### config.mk
export PLATFORM = sky130hd
export DESIGN_NAME = ubpb_bridge
export DESIGN_NICKNAME = d
export VERILOG_FILES = /design/src/ubpb_pkg.sv /design/src/ubpb_pkt_ram.sv /design/src/ubpb_bridge.sv
export SDC_FILE = /design/constraint.sdc
export NUM_CORES = 2
export LEC_CHECK = 0
export ABC_AREA = 1
export CORE_MARGIN = 5
export CORE_UTILIZATION = 35
export DETAILED_ROUTE_END_ITERATION = 6
export DONT_BUFFER_PORTS = 1
export PLACE_DENSITY = 0.6
export SLEW_MARGIN = 0
export SYNTH_ARGS = -nofsm -noshare
export SYNTH_HDL_FRONTEND = slang
export SYNTH_HIERARCHICAL = 1
export SYNTH_SLANG_ARGS = --single-unit
### constraint.sdc
create_clock -name clk -period 2.89 [get_ports clk]
set_input_delay 0.4335 -clock clk [delete_from_list [all_inputs] [get_ports clk]]
set_output_delay 0.4335 -clock clk [all_outputs]
set_load 0.005 [all_outputs]
### src/ubpb_pkg.sv
// Shared constants and types for the USB bulk pipe bridge.
// Behaviour
// Forward each bulk OUT packet into FIFO
// Erroneous OUT packet rewinds FIFO write pointer
// Build bulk IN packets from stored frames
// Resend IN packet when handshake fails
// Advance FIFO read head only after ACK
// Multi-frame or single-frame packet encapsulation
// Handshake chosen from endpoint buffer state
// CRC and toggle errors handled, never forwarded
// SETUP packet clears endpoint stall
// Suspend, resume, reset handled; remote wakeup
// Exactly four endpoints: control, interrupt, bulk
// Unhandled control requests go to handler
// Buffers total 30 kB: 2 plus 28
// Link runs Hi-Speed only, 480 Mb/s
// Software zeroes reserved bits, avoids reserved addresses
// FIFO split 20 kB receive, 8 kB transmit
// Receive data handed over in 512-byte blocks
// Frames leave each pipe in entry order
package ubpb_pkg;
   // ==========================================================
   // Endpoint numbering
   // ==========================================================
   localparam int NUM_EP = 4;
   localparam logic [1:0] EP_CONTROL = 2'h0;
   localparam logic [1:0] EP_INTR = 2'h1;
   localparam logic [1:0] EP_BULK_IN = 2'h2;
   localparam logic [1:0] EP_BULK_OUT = 2'h3;

   // ==========================================================
   // Buffer sizing and link rate
   // ==========================================================
   localparam int KB = 1024;
   localparam int TLB_BYTES = 2 * KB;
   localparam int FIFO_BYTES = 28 * KB;
   localparam int TOTAL_BYTES = TLB_BYTES + FIFO_BYTES;
   localparam int FIFO_RX_BYTES = 20 * KB;
   localparam int FIFO_TX_BYTES = FIFO_BYTES - FIFO_RX_BYTES;
   localparam int BLOCK_BYTES = 512;
   localparam int LINK_MBPS = 480;
   localparam int CLK_HZ = 20000000;
   localparam int DATA_W = 8;

   // ==========================================================
   // Reset values
   // ==========================================================
   localparam logic [NUM_EP-1:0] STALL_RESET = 4'h0;

   // ==========================================================
   // Types
   // ==========================================================
   typedef enum logic [2:0] {
      HS_NONE = 3'b000,
      HS_ACK = 3'b001,
      HS_NAK = 3'b010,
      HS_STALL = 3'b011,
      HS_NYET = 3'b100
   } ubpb_hs_e;

   typedef enum logic [1:0] {
      RX_IDLE = 2'b00,
      RX_DATA = 2'b01,
      RX_FINISH = 2'b10
   } ubpb_rx_e;

   typedef enum logic [2:0] {
      TX_IDLE = 3'b000,
      TX_FILL = 3'b001,
      TX_STAGED = 3'b010,
      TX_SEND = 3'b011,
      TX_WAIT = 3'b100,
      TX_ADVANCE = 3'b101
   } ubpb_tx_e;
endpackage

### src/ubpb_pkt_ram.sv
// Retry buffer holding one staged bulk IN packet.
`timescale 1ns/100ps
module ubpb_pkt_ram #(
   parameter int WIDTH = 8,
   parameter int DEPTH = 512,
   parameter int AW = 9
) (
   input wire logic clk,
   input wire logic rst_n,
   input wire logic wr_en,
   input wire logic [AW-1:0] wr_addr,
   input wire logic [WIDTH-1:0] wr_data,
   input wire logic rd_en,
   input wire logic [AW-1:0] rd_addr,
   output logic [WIDTH-1:0] rd_data
);
   logic [WIDTH-1:0] mem [DEPTH];

   always_ff @(posedge clk) begin
      if (wr_en) begin
         mem[wr_addr] <= wr_data;
      end
   end

   always_ff @(posedge clk or negedge rst_n) begin
      if (!rst_n) begin
         rd_data <= '0;
      end else if (rd_en) begin
         rd_data <= mem[rd_addr];
      end
   end
endmodule

### src/ubpb_bridge.sv
// Bulk OUT receiver, bulk IN transmitter and endpoint handshake logic.
`timescale 1ns/100ps
module ubpb_bridge #(
   parameter int PKT_BYTES = ubpb_pkg::BLOCK_BYTES
) (
   input wire logic clk,
   input wire logic rst_n,
   input wire logic multi_frame_mode,
   input wire logic out_valid,
   input wire logic [7:0] out_data,
   input wire logic out_last,
   input wire logic out_crc_err,
   input wire logic out_toggle_err,
   output logic fct_wr_valid,
   output logic [7:0] fct_wr_data,
   output logic fct_wr_frame_end,
   output logic fct_wr_commit,
   output logic fct_wr_rewind,
   input wire logic fct_wr_ready,
   input wire logic fct_wr_space_low,
   input wire logic in_tok,
   output logic in_valid,
   output logic [7:0] in_data,
   output logic in_last,
   input wire logic in_ready,
   input wire logic in_ack,
   input wire logic in_timeout,
   input wire logic fct_rd_valid,
   input wire logic [7:0] fct_rd_data,
   input wire logic fct_rd_frame_end,
   output logic fct_rd_ready,
   output logic fct_rd_advance,
   output logic [$clog2(PKT_BYTES):0] fct_rd_adv_len,
   output logic fct_rd_rewind,
   input wire logic intr_tok,
   input wire logic intr_pending,
   output logic intr_send,
   output logic hs_valid,
   output logic [2:0] hs_code,
   input wire logic setup_valid,
   input wire logic [1:0] setup_ep,
   input wire logic setup_std_handled,
   output logic ctl_handoff,
   input wire logic [3:0] stall_req,
   output logic [3:0] ep_stalled,
   input wire logic bus_suspend,
   input wire logic bus_resume,
   input wire logic bus_reset,
   input wire logic wake_req,
   output logic suspended,
   output logic remote_wake
);
   localparam int AW = $clog2(PKT_BYTES);
   localparam int CW = AW + 1;

   // ==========================================================
   // Reset synchroniser
   // ==========================================================
   logic rst_meta_q;
   logic rst_sync_q;

   always_ff @(posedge clk or negedge rst_n) begin
      if (!rst_n) begin
         rst_meta_q <= 1'b0;
         rst_sync_q <= 1'b0;
      end else begin
         rst_meta_q <= 1'b1;
         rst_sync_q <= rst_meta_q;
      end
   end

   // ==========================================================
   // Endpoint stall flags
   // ==========================================================
   logic [3:0] stall_q;

   // A stall request in the same cycle as SETUP wins, so a new stall is never lost.
   generate
      for (genvar e = 0; e < ubpb_pkg::NUM_EP; e++) begin : g_ep
         always_ff @(posedge clk or negedge rst_sync_q) begin
            if (!rst_sync_q) begin
               stall_q[e] <= ubpb_pkg::STALL_RESET[e];
            end else if (stall_req[e]) begin
               stall_q[e] <= 1'b1;
            end else if (bus_reset || (setup_valid && setup_ep == 2'(e))) begin
               stall_q[e] <= 1'b0;
            end
         end
      end
   endgenerate
   assign ep_stalled = stall_q;

   // ==========================================================
   // Bus state and remote wakeup
   // ==========================================================
   logic susp_q;
   logic wake_sent_q;
   logic wake_q;

   always_ff @(posedge clk or negedge rst_sync_q) begin
      if (!rst_sync_q) begin
         susp_q <= 1'b0;
         wake_sent_q <= 1'b0;
         wake_q <= 1'b0;
      end else begin
         wake_q <= susp_q && wake_req && !wake_sent_q && !wake_q;
         if (bus_resume || bus_reset) begin
            susp_q <= 1'b0;
            wake_sent_q <= 1'b0;
         end else begin
            if (bus_suspend) begin
               susp_q <= 1'b1;
            end
            if (wake_q) begin
               wake_sent_q <= 1'b1;
            end
         end
      end
   end
   assign suspended = susp_q;
   assign remote_wake = wake_q;

   // ==========================================================
   // Control endpoint hand-off
   // ==========================================================
   always_ff @(posedge clk or negedge rst_sync_q) begin
      if (!rst_sync_q) begin
         ctl_handoff <= 1'b0;
      end else begin
         ctl_handoff <= setup_valid && setup_ep == ubpb_pkg::EP_CONTROL
            && !setup_std_handled;
      end
   end

   // ==========================================================
   // Bulk OUT receiver
   // ==========================================================
   ubpb_pkg::ubpb_rx_e rx_q;
   logic bad_q;
   logic crc_q;
   logic tog_q;
   logic ovf_q;
   logic rx_stall_q;
   logic byte_bad;

   // Toggle and CRC faults are flagged with the byte, so that byte is held back too.
   assign byte_bad = out_crc_err || out_toggle_err || !fct_wr_ready
      || stall_q[ubpb_pkg::EP_BULK_OUT] || bad_q;

   always_ff @(posedge clk or negedge rst_sync_q) begin
      if (!rst_sync_q) begin
         rx_q <= ubpb_pkg::RX_IDLE;
         bad_q <= 1'b0;
         crc_q <= 1'b0;
         tog_q <= 1'b0;
         ovf_q <= 1'b0;
         rx_stall_q <= 1'b0;
      end else if (bus_reset) begin
         rx_q <= ubpb_pkg::RX_IDLE;
         bad_q <= 1'b0;
      end else begin
         case (rx_q)
            ubpb_pkg::RX_IDLE, ubpb_pkg::RX_DATA: begin
               if (out_valid) begin
                  if (rx_q == ubpb_pkg::RX_IDLE) begin
                     crc_q <= out_crc_err;
                     tog_q <= out_toggle_err;
                     ovf_q <= !fct_wr_ready;
                     rx_stall_q <= stall_q[ubpb_pkg::EP_BULK_OUT];
                  end else begin
                     crc_q <= crc_q || out_crc_err;
                     tog_q <= tog_q || out_toggle_err;
                     ovf_q <= ovf_q || !fct_wr_ready;
                  end
                  bad_q <= byte_bad && !out_last;
                  rx_q <= out_last ? ubpb_pkg::RX_FINISH : ubpb_pkg::RX_DATA;
               end
            end
            ubpb_pkg::RX_FINISH: begin
               rx_q <= ubpb_pkg::RX_IDLE;
            end
            default: begin
               rx_q <= ubpb_pkg::RX_IDLE;
            end
         endcase
      end
   end

   logic rx_start;
   logic rx_any_bad;
   assign rx_start = (rx_q == ubpb_pkg::RX_IDLE) && out_valid;
   assign rx_any_bad = crc_q || tog_q || ovf_q || rx_stall_q;

   always_ff @(posedge clk or negedge rst_sync_q) begin
      if (!rst_sync_q) begin
         fct_wr_valid <= 1'b0;
         fct_wr_data <= 8'h00;
         fct_wr_frame_end <= 1'b0;
         fct_wr_commit <= 1'b0;
         fct_wr_rewind <= 1'b0;
      end else begin
         fct_wr_valid <= out_valid && !bus_reset && !(rx_start ? (out_crc_err
            || out_toggle_err || !fct_wr_ready || stall_q[ubpb_pkg::EP_BULK_OUT])
            : byte_bad);
         fct_wr_data <= out_data;
         // In single-frame mode each packet is one frame; in multi-frame mode the
         // FIFO controller finds the frame borders inside the packet itself.
         fct_wr_frame_end <= out_last && !multi_frame_mode;
         fct_wr_commit <= (rx_q == ubpb_pkg::RX_FINISH) && !rx_any_bad;
         fct_wr_rewind <= (rx_q == ubpb_pkg::RX_FINISH) && rx_any_bad;
      end
   end

   // ==========================================================
   // Bulk IN transmitter
   // ==========================================================
   ubpb_pkg::ubpb_tx_e tx_q;
   logic [CW-1:0] cnt_q;
   logic [CW-1:0] len_q;
   logic [CW-1:0] idx_q;
   logic boundary_q;
   logic pend_q;
   logic last_q;
   logic take;
   logic issue;
   logic stage_now;

   assign fct_rd_ready = (tx_q == ubpb_pkg::TX_FILL);
   assign take = fct_rd_ready && fct_rd_valid;
   assign stage_now = (take && ((!multi_frame_mode && fct_rd_frame_end)
      || cnt_q == CW'(PKT_BYTES - 1)))
      || (fct_rd_ready && !fct_rd_valid && boundary_q && cnt_q != '0);
   assign issue = (tx_q == ubpb_pkg::TX_SEND) && !pend_q;

   always_ff @(posedge clk or negedge rst_sync_q) begin
      if (!rst_sync_q) begin
         tx_q <= ubpb_pkg::TX_IDLE;
         cnt_q <= '0;
         len_q <= '0;
         idx_q <= '0;
         boundary_q <= 1'b0;
         pend_q <= 1'b0;
         last_q <= 1'b0;
      end else if (bus_reset) begin
         tx_q <= ubpb_pkg::TX_IDLE;
         pend_q <= 1'b0;
      end else begin
         case (tx_q)
            ubpb_pkg::TX_IDLE: begin
               cnt_q <= '0;
               boundary_q <= 1'b0;
               if (fct_rd_valid) begin
                  tx_q <= ubpb_pkg::TX_FILL;
               end
            end
            ubpb_pkg::TX_FILL: begin
               if (take) begin
                  cnt_q <= cnt_q + 1'b1;
                  boundary_q <= fct_rd_frame_end;
               end
               if (stage_now) begin
                  len_q <= take ? cnt_q + 1'b1 : cnt_q;
                  tx_q <= ubpb_pkg::TX_STAGED;
               end
            end
            ubpb_pkg::TX_STAGED: begin
               idx_q <= '0;
               if (in_tok && !stall_q[ubpb_pkg::EP_BULK_IN]) begin
                  tx_q <= ubpb_pkg::TX_SEND;
               end
            end
            ubpb_pkg::TX_SEND: begin
               if (issue) begin
                  pend_q <= 1'b1;
                  last_q <= (idx_q == len_q - 1'b1);
               end else if (in_ready) begin
                  pend_q <= 1'b0;
                  idx_q <= idx_q + 1'b1;
                  if (last_q) begin
                     tx_q <= ubpb_pkg::TX_WAIT;
                  end
               end
            end
            ubpb_pkg::TX_WAIT: begin
               if (in_ack) begin
                  tx_q <= ubpb_pkg::TX_ADVANCE;
               end else if (in_timeout) begin
                  tx_q <= ubpb_pkg::TX_STAGED;
               end
            end
            ubpb_pkg::TX_ADVANCE: begin
               tx_q <= ubpb_pkg::TX_IDLE;
            end
            default: begin
               tx_q <= ubpb_pkg::TX_IDLE;
            end
         endcase
      end
   end

   ubpb_pkt_ram #(
      .WIDTH(ubpb_pkg::DATA_W),
      .DEPTH(PKT_BYTES),
      .AW(AW)
   ) u_ram (
      .clk(clk),
      .rst_n(rst_sync_q),
      .wr_en(take),
      .wr_addr(cnt_q[AW-1:0]),
      .wr_data(fct_rd_data),
      .rd_en(issue),
      .rd_addr(idx_q[AW-1:0]),
      .rd_data(in_data)
   );

   // The packet stays in the retry buffer until ACK, so the FIFO head only moves then.
   assign in_valid = pend_q;
   assign in_last = pend_q && last_q;
   assign fct_rd_advance = (tx_q == ubpb_pkg::TX_ADVANCE);
   assign fct_rd_adv_len = len_q;
   assign fct_rd_rewind = bus_reset;

   // ==========================================================
   // Handshake selection
   // ==========================================================
   ubpb_pkg::ubpb_hs_e hs_d;
   logic intr_d;

   always_comb begin
      hs_d = ubpb_pkg::HS_NONE;
      intr_d = 1'b0;
      if (rx_q == ubpb_pkg::RX_FINISH) begin
         if (rx_stall_q) begin
            hs_d = ubpb_pkg::HS_STALL;
         end else if (crc_q) begin
            hs_d = ubpb_pkg::HS_NONE;
         end else if (tog_q) begin
            hs_d = ubpb_pkg::HS_ACK;
         end else if (ovf_q) begin
            hs_d = ubpb_pkg::HS_NAK;
         end else begin
            hs_d = fct_wr_space_low ? ubpb_pkg::HS_NYET : ubpb_pkg::HS_ACK;
         end
      end else if (in_tok) begin
         if (stall_q[ubpb_pkg::EP_BULK_IN]) begin
            hs_d = ubpb_pkg::HS_STALL;
         end else if (tx_q != ubpb_pkg::TX_STAGED) begin
            hs_d = ubpb_pkg::HS_NAK;
         end
      end else if (intr_tok) begin
         if (stall_q[ubpb_pkg::EP_INTR]) begin
            hs_d = ubpb_pkg::HS_STALL;
         end else if (!intr_pending) begin
            hs_d = ubpb_pkg::HS_NAK;
         end else begin
            intr_d = 1'b1;
         end
      end
   end

   always_ff @(posedge clk or negedge rst_sync_q) begin
      if (!rst_sync_q) begin
         hs_valid <= 1'b0;
         hs_code <= 3'h0;
         intr_send <= 1'b0;
      end else begin
         hs_valid <= (hs_d != ubpb_pkg::HS_NONE);
         hs_code <= hs_d;
         intr_send <= intr_d;
      end
   end

   // ==========================================================
   // Checks
   // ==========================================================
   chk_bad_rewind: assert property (@(posedge clk) disable iff (!rst_sync_q)
      (rx_q == ubpb_pkg::RX_FINISH && rx_any_bad && !bus_reset)
      |=> fct_wr_rewind && !fct_wr_commit)
      else $error("bad bulk OUT packet was not rewound");
   chk_good_commit: assert property (@(posedge clk) disable iff (!rst_sync_q)
      (rx_q == ubpb_pkg::RX_FINISH && !rx_any_bad) |=> fct_wr_commit && !fct_wr_rewind)
      else $error("good bulk OUT packet was not committed");
   chk_crc_silent: assert property (@(posedge clk) disable iff (!rst_sync_q)
      (rx_q == ubpb_pkg::RX_FINISH && crc_q && !rx_stall_q) |=> !hs_valid)
      else $error("handshake sent for corrupt packet");
   chk_ack_advance: assert property (@(posedge clk) disable iff (!rst_sync_q)
      $rose(fct_rd_advance) |-> $past(in_ack) && $past(tx_q) == ubpb_pkg::TX_WAIT)
      else $error("read head advanced without ACK");
   chk_retry_stage: assert property (@(posedge clk) disable iff (!rst_sync_q)
      (tx_q == ubpb_pkg::TX_WAIT && in_timeout && !in_ack && !bus_reset)
      |=> tx_q == ubpb_pkg::TX_STAGED ##1 idx_q == '0)
      else $error("timed out packet not restaged");
   chk_single_stage: assert property (@(posedge clk) disable iff (!rst_sync_q)
      (take && fct_rd_frame_end && !multi_frame_mode && !bus_reset)
      |=> tx_q == ubpb_pkg::TX_STAGED && len_q == $past(cnt_q) + 1'b1)
      else $error("single frame did not close the packet");
   chk_empty_nak: assert property (@(posedge clk) disable iff (!rst_sync_q)
      (in_tok && rx_q != ubpb_pkg::RX_FINISH && !stall_q[ubpb_pkg::EP_BULK_IN]
      && tx_q != ubpb_pkg::TX_STAGED) |=> hs_valid && hs_code == ubpb_pkg::HS_NAK)
      else $error("empty bulk IN endpoint did not NAK");
   chk_setup_unstall: assert property (@(posedge clk) disable iff (!rst_sync_q)
      (setup_valid && stall_req == 4'h0) |=> !ep_stalled[$past(setup_ep)])
      else $error("SETUP did not clear stall");
   chk_wake_suspended: assert property (@(posedge clk) disable iff (!rst_sync_q)
      remote_wake |-> $past(susp_q) && !$past(remote_wake))
      else $error("remote wakeup outside suspend");
   chk_fill_order: assert property (@(posedge clk) disable iff (!rst_sync_q)
      (take && !stage_now && !bus_reset) |=> cnt_q == $past(cnt_q) + 1'b1)
      else $error("bulk IN bytes stored out of order");
endmodule

==> After elaboration in Yosys (flattened, before gate mapping) <==
Memory sizes are Yosys's and may differ from the RTL's. A register that Yosys moved wholly into a read port is not among the register bits.
Cells that the tools add are included.
{ "word_totals": {"regBits": 70, "mem_bits_rw": 4096, "inputBits": 45, "out_inout_bits": 47, "wordCells": 205, "n_memories": 1} }
{ "mem_list": {"columns": ["name", "words", "width", "read_ports", "rd_ports_with_merged_regs", "write_ports", "line", "rtl"], "rows": [
  ["u_ram.mem", 512, 8, 1, 1, 1, "ubpb_pkt_ram.sv:17", "logic [WIDTH-1:0] mem [DEPTH];"]
]} }
{ "classes": {"addsub": 3, "n_eq_ne": 24, "muxes": 63, "bitwise": 1, "n_reduce_logical": 82} }
{ "ops": {"columns": ["op", "n"], "rows": [
  ["$mux 3", 16],
  ["$pmux 10 s2", 2],
  ["$mux 1", 31],
  ["$mux 10", 3],
  ["$logic_and 1x1->1", 24],
  ["$reduce_bool 2->1", 11],
  ["$add 10x1->10 const B", 2],
  ["$mux 2", 9],
  ["$ne 3x3->1 const B", 6],
  ["$logic_or 1x1->1", 17],
  ["$pmux 3 s5", 1],
  ["$logic_not 1->1", 13],
  ["$reduce_and 3->1", 4],
  ["$eq 10x10->1", 1],
  ["$eq 10x9->1 const B", 1],
  ["$reduce_bool 10->1", 1],
  ["$sub 10x1->10 const B", 1],
  ["$reduce_and 4->1", 2],
  ["$reduce_and 7->1", 1],
  ["$eq 2x2->1 const B", 3],
  ["$eq 3x2->1 const B", 2],
  ["$eq 3x3->1 const B", 2],
  ["$reduce_and 2->1", 3],
  ["$reduce_bool 3->1", 2],
  ["other kinds (12)", 15]
]} }

==> Depth between registers and ports, before layout <==
{ "logic_depth": {"depth_word": 8, "mapped_depth": 17, "ltp_nobuf": 13} }

==> Hierarchy <==
The synthesis kept the hierarchy.
{ "modules_own_cells": {"columns": ["module", "n_inst", "cells_each", "area_per_inst_um2", "seq_area_each_um2"], "rows": [
  ["ubpb_pkt_ram", 1, 13917, 166263.2, 123198.2],
  ["ubpb_bridge", 1, 471, 3698.5, 1751.7]
]} }

==> Least setup slack after synthesis <==
Ideal clock, no wire load.
{ "synth_timing": {"path_kind": "flip-flop to flip-flop", "startpoint": "register tx_q[1]", "endpoint": "memory u_ram.mem[504][0], enable pin", "setup_time_ns": 0.370, "arrival_time_ns": 2.053, "required_time_ns": 2.520, "setup_slack_ns": 0.467, "path_stages_with_launch": 10, "path_buffers": 2, "synth_period_minus_slack_ns": 2.423, "cell_sequence": "dfrtp_1 -> inv_1 -> nand3_4 -> nor2_4 -> buf_6 -> inv_1 -> nor3_1 -> nand2_1 -> buf_1 -> nor2_1"} }
{ "synth_via": {"elab_chain_cells": 4} }
{ "synth_rtl": {"columns": ["item", "line", "rtl"], "rows": [
  ["from (decl)", "ubpb_bridge.sv:217", "ubpb_pkg::ubpb_tx_e tx_q;"],
  ["from (signal assigned)", "ubpb_bridge.sv:237", "tx_q <= ubpb_pkg::TX_IDLE;"],
  ["from (signal assigned)", "ubpb_bridge.sv:245", "tx_q <= ubpb_pkg::TX_IDLE;"],
  ["from (signal assigned)", "ubpb_bridge.sv:253", "tx_q <= ubpb_pkg::TX_FILL;"],
  ["$eq 3x1->1", "ubpb_bridge.sv:228", "assign fct_rd_ready = (tx_q == ubpb_pkg::TX_FILL);"],
  ["$logic_and 1x1->1", "ubpb_bridge.sv:229", "assign take = fct_rd_ready && fct_rd_valid;"],
  ["via take", "ubpb_bridge.sv:224", "logic take;"],
  ["$mux 1", "ubpb_pkt_ram.sv:20", "if (wr_en) begin"],
  ["$mux 1 (implied by the code)", "ubpb_pkt_ram.sv:21", "mem[wr_addr] <= wr_data;"],
  ["to (decl)", "ubpb_pkt_ram.sv:17", null]
]} }
The timed path passes the listed nets, and every way through them passes these cells.

==> results.json <==
{
  "vias": 117000,
  "path_class": "flip-flop to flip-flop",
  "skew_ns": 0.0935,
  "postLayoutCellArea_um2": 204000,
  "timing.fmax_mhz": 340,
  "dieWidth_um": 707,
  "swShare_pct": 34.2,
  "area_growth_syn_to_layout_pct": 20.0,
  "status": "finished with violations",
  "die-area_um2": 500000,
  "cp_top_family": "simple AND/OR/NAND/NOR gates",
  "worst-path-stages": 18,
  "ys_seq_area_share_pct": 73.5,
  "maxSlewHeadroom_pct": -98.2,
  "cts.clk_slew.worst_paths_ns": 0.07,
  "grt_use_total_pct": 19.6,
  "cp.required_ns": 3.81,
  "antenna_found_initial": 20,
  "r2r_cells": 18,
  "final_max_slew_viol_count": 982,
  "critical_path.max_stage_delay_ns": 0.52,
  "ctsLongestPathBuffers": 4,
  "synth.area.top_cells": "edfxtp_1 (72%), nand3_1 (12%), nand2_1 (9.5%), buf_2 (1.8%), nor2_1 (1.2%)",
  "via_per_inst": 5.30,
  "postLayoutCoreUtil_pct": 42.1,
  "crit_top_cell": "nand3_1",
  "finalSetupViolations": 7,
  "ant_nets": 0,
  "worst_hold_path_type": "input pin to flip-flop",
  "path_cells": "buf_12, clkinv_16, buf_12, buf_16, nand2_1, nand3_1, nand3_1, nand3_1, nand3_1, nand3_2, nand3_2, buf_6, nand3_1, nand3_2, buf_4, nand2_2, nand2_2, nand2_1",
  "drt_pass1_iterations": 6,
  "nNetsFinal": 15300,
  "synthFlopType": "edfxtp_1",
  "coreArea_um2": 485000,
  "comb_power_share_pct": 31.4,
  "clock_latency_ns": 1.02,
  "yosysTopAreaCell": "edfxtp_1",
  "worst_path_max_delay_cell": "dfrtp_4",
  "fin_crit_sh_pct": 102,
  "layout_common_cells": "nand2_1 (4273), edfxtp_1 (4096), nand3_1 (3857), buf_4 (962), nor2_1 (559)",
  "worstPathMaxFanout": 15,
  "port_buffers": 0,
  "rsz0062_at_grt": "yes",
  "drc": 0,
  "syn_area_per_cell_um2": 11.8,
  "start_kind": "flip-flop",
  "synth_cells": 14400,
  "max-vdd-ir-drop_mv": 0.670,
  "synth_top_area_share_pct": 72.4,
  "syn-num-nets": 14400,
  "dp.cells": 21100,
  "cts_tree": "done",
  "yosysUniqueCellTypes": 43,
  "final_cells": 22000,
  "final_common_cell": "nand2_1",
  "avgRoutedWirePerCell_um": 23.4,
  "fillCellCount": 44300,
  "worstMarginPinSlew_ns": 2.97,
  "final_layout_size_suffix_gt1_share_pct": 14.3,
  "hold_depth": 0,
  "p_per_area_nw_per_um2": 863,
  "fin_hold_ws_ns": -0.365,
  "wirelength_um": 514000,
  "seqPwrFrac_pct": 38.3,
  "finalHoldViolations": 32,
  "die_h_um": 707,
  "timing.final.ws_setup_ns": -0.0551,
  "gp_congestion": 0.856,
  "violations": "negative hold slack, max-slew violations, negative setup slack",
  "ios": 92,
  "grt_max_degree": 513,
  "ys_warn_count": 6,
  "placementRows": 256,
  "synth_edf_count": 4096,
  "detailedPlace.worstSlack_ns": -0.520,
  "grt_pass1_vias": 111000,
  "p_int_mw": 116,
  "drv_cap": 0,
  "overflow": 0,
  "p_leak_nw": 72.4,
  "endpoint_kind": "flip-flop",
  "min_period_ns": 2.95,
  "cts_max_level": 5,
  "dpl_cell_area_um2": 185000,
  "clock-sinks": 4174,
  "drt_iter0_drc": 13700,
  "root_buffer": "clkbuf_16",
  "p_switching_mw": 60.1,
  "crit_arrival_ns": 3.87,
  "start_util_pct": 35.0,
  "cp.buffers_inverters": 6,
  "pwr-share-clk_pct": 30.4,
  "grt_pass1_wl_um": 742000,
  "yosys_register_bits": 4174,
  "ys_async_sr_fraction_pct": 1.87,
  "cts_buffers": 428,
  "hpwl_um": 281000,
  "syn_area_um2": 170000
}
sequential cells by signal, summed over array words and instances (netlist names), 2 cells and up:
register and count:
fct_rd_adv_len 10, tx_q 3, idx_q 10, u_ram/mem 4096, ep_stalled 4, hs_code 3, cnt_q 10, fct_wr_data 8
u_ram/rd_data 8, rx_q 2
cells in the mapped netlist, types with 3 or more instances:
master and number:
nand4_1 11, nor2_4 3, xor2_1 11, a21oi_1 7
nand2_1 4297, o22ai_1 6, o21ai_1 5, dfrtp_1 78
nand3_1 4121, inv_2 6, ha_1 4, edfxtp_1 4096
buf_4 60, buf_1 107, o21ai_0 35, inv_1 100
clkbuf_1 188, nor3_1 25, nor2_1 561, buf_2 619
buf_6 16
per-layer routing:
layer	vias up	global-route usage, %	share of wire, %
li1	52800	-	-
met1	57500	27.2	41
met2	5468	31.0	46
met3	891	3.63	9.3
met4	4	6.43	3.5
met5	-	0	0.0041
kinds of logic (layout without fill, tap and decap cells):
logic type                 count (synthesis)  after routing  synth area share [%]
xor gates and xnor gates                  12             12                0.0618
other                                      1              9               0.00221
and+or+nand+nor                         9030           9030                  23.1
AOI/OAI and AO/OA                         67             67                 0.229
buffers and inverters                   1100           2272                  3.10
adders and majority gates                  4              4                0.0294
DFF                                     4174           4174                  73.5
repair_timing:
item	4_1_cts	5_1_grt
gates cloned	34	28
hold buffers	65	11
buffers inserted	34	10
pin swaps	21	68
resized for setup	217	256
setup endpoints to repair	8	8
endpoints found under the hold margin	618	707
path summary, 6_finish.rpt:
| check | from | endpoint | slack [ns] |
|---|---|---|---|
| worst max-delay path | idx_q[0] | u_ram/rd_data[2] | -0.06 |
| worst min-delay path | fct_rd_data[7] | u_ram/mem[365][7] | -0.36 |
| worst max register to register | idx_q[0] | u_ram/rd_data[2] | -0.06 |
| worst min register to register | rst_sync_q | boundary_q | 0.30 |
| max in group asynchronous | rst_sync_q | remote_wake | 1.80 |
| min in group asynchronous | rst_n | rst_sync_q | 0.28 |
through the flow:
stage	setup TNS [ns]	total power, mW
final	-0.225	176
after global placement	-3.43	116
after floorplan	0	96.1
after CTS	-0.00993	173
after global routing	-0.755	183
after detailed placement	-2.88	116
cell type report:
class	instances	area, um2	share of cell area [%]
clock buffers	544	11300	5.53
clock inverters	232	2090	1.03
diodes	8	20.0	0.00982
flip-flops and latches	4174	125000	61.3
repair inverters	1	16.3	0.00798
well taps	6450	8070	3.96
inverters	109	477	0.234
multi-input cells	9114	41400	20.3
repair buffers	1386	15600	7.63
power by group through the flow:
stage,registers [mW],clock network (mW),logic [mW]
floorplan,68.1,0,28.0
CTS,67.3,54.2,51.4
detailed placement,68.6,0,47.6
finish,67.4,53.4,55.1
global placement,68.6,0,47.6
global route,67.4,56.6,58.6
Note: power is estimated with default switching activity, not from simulation.
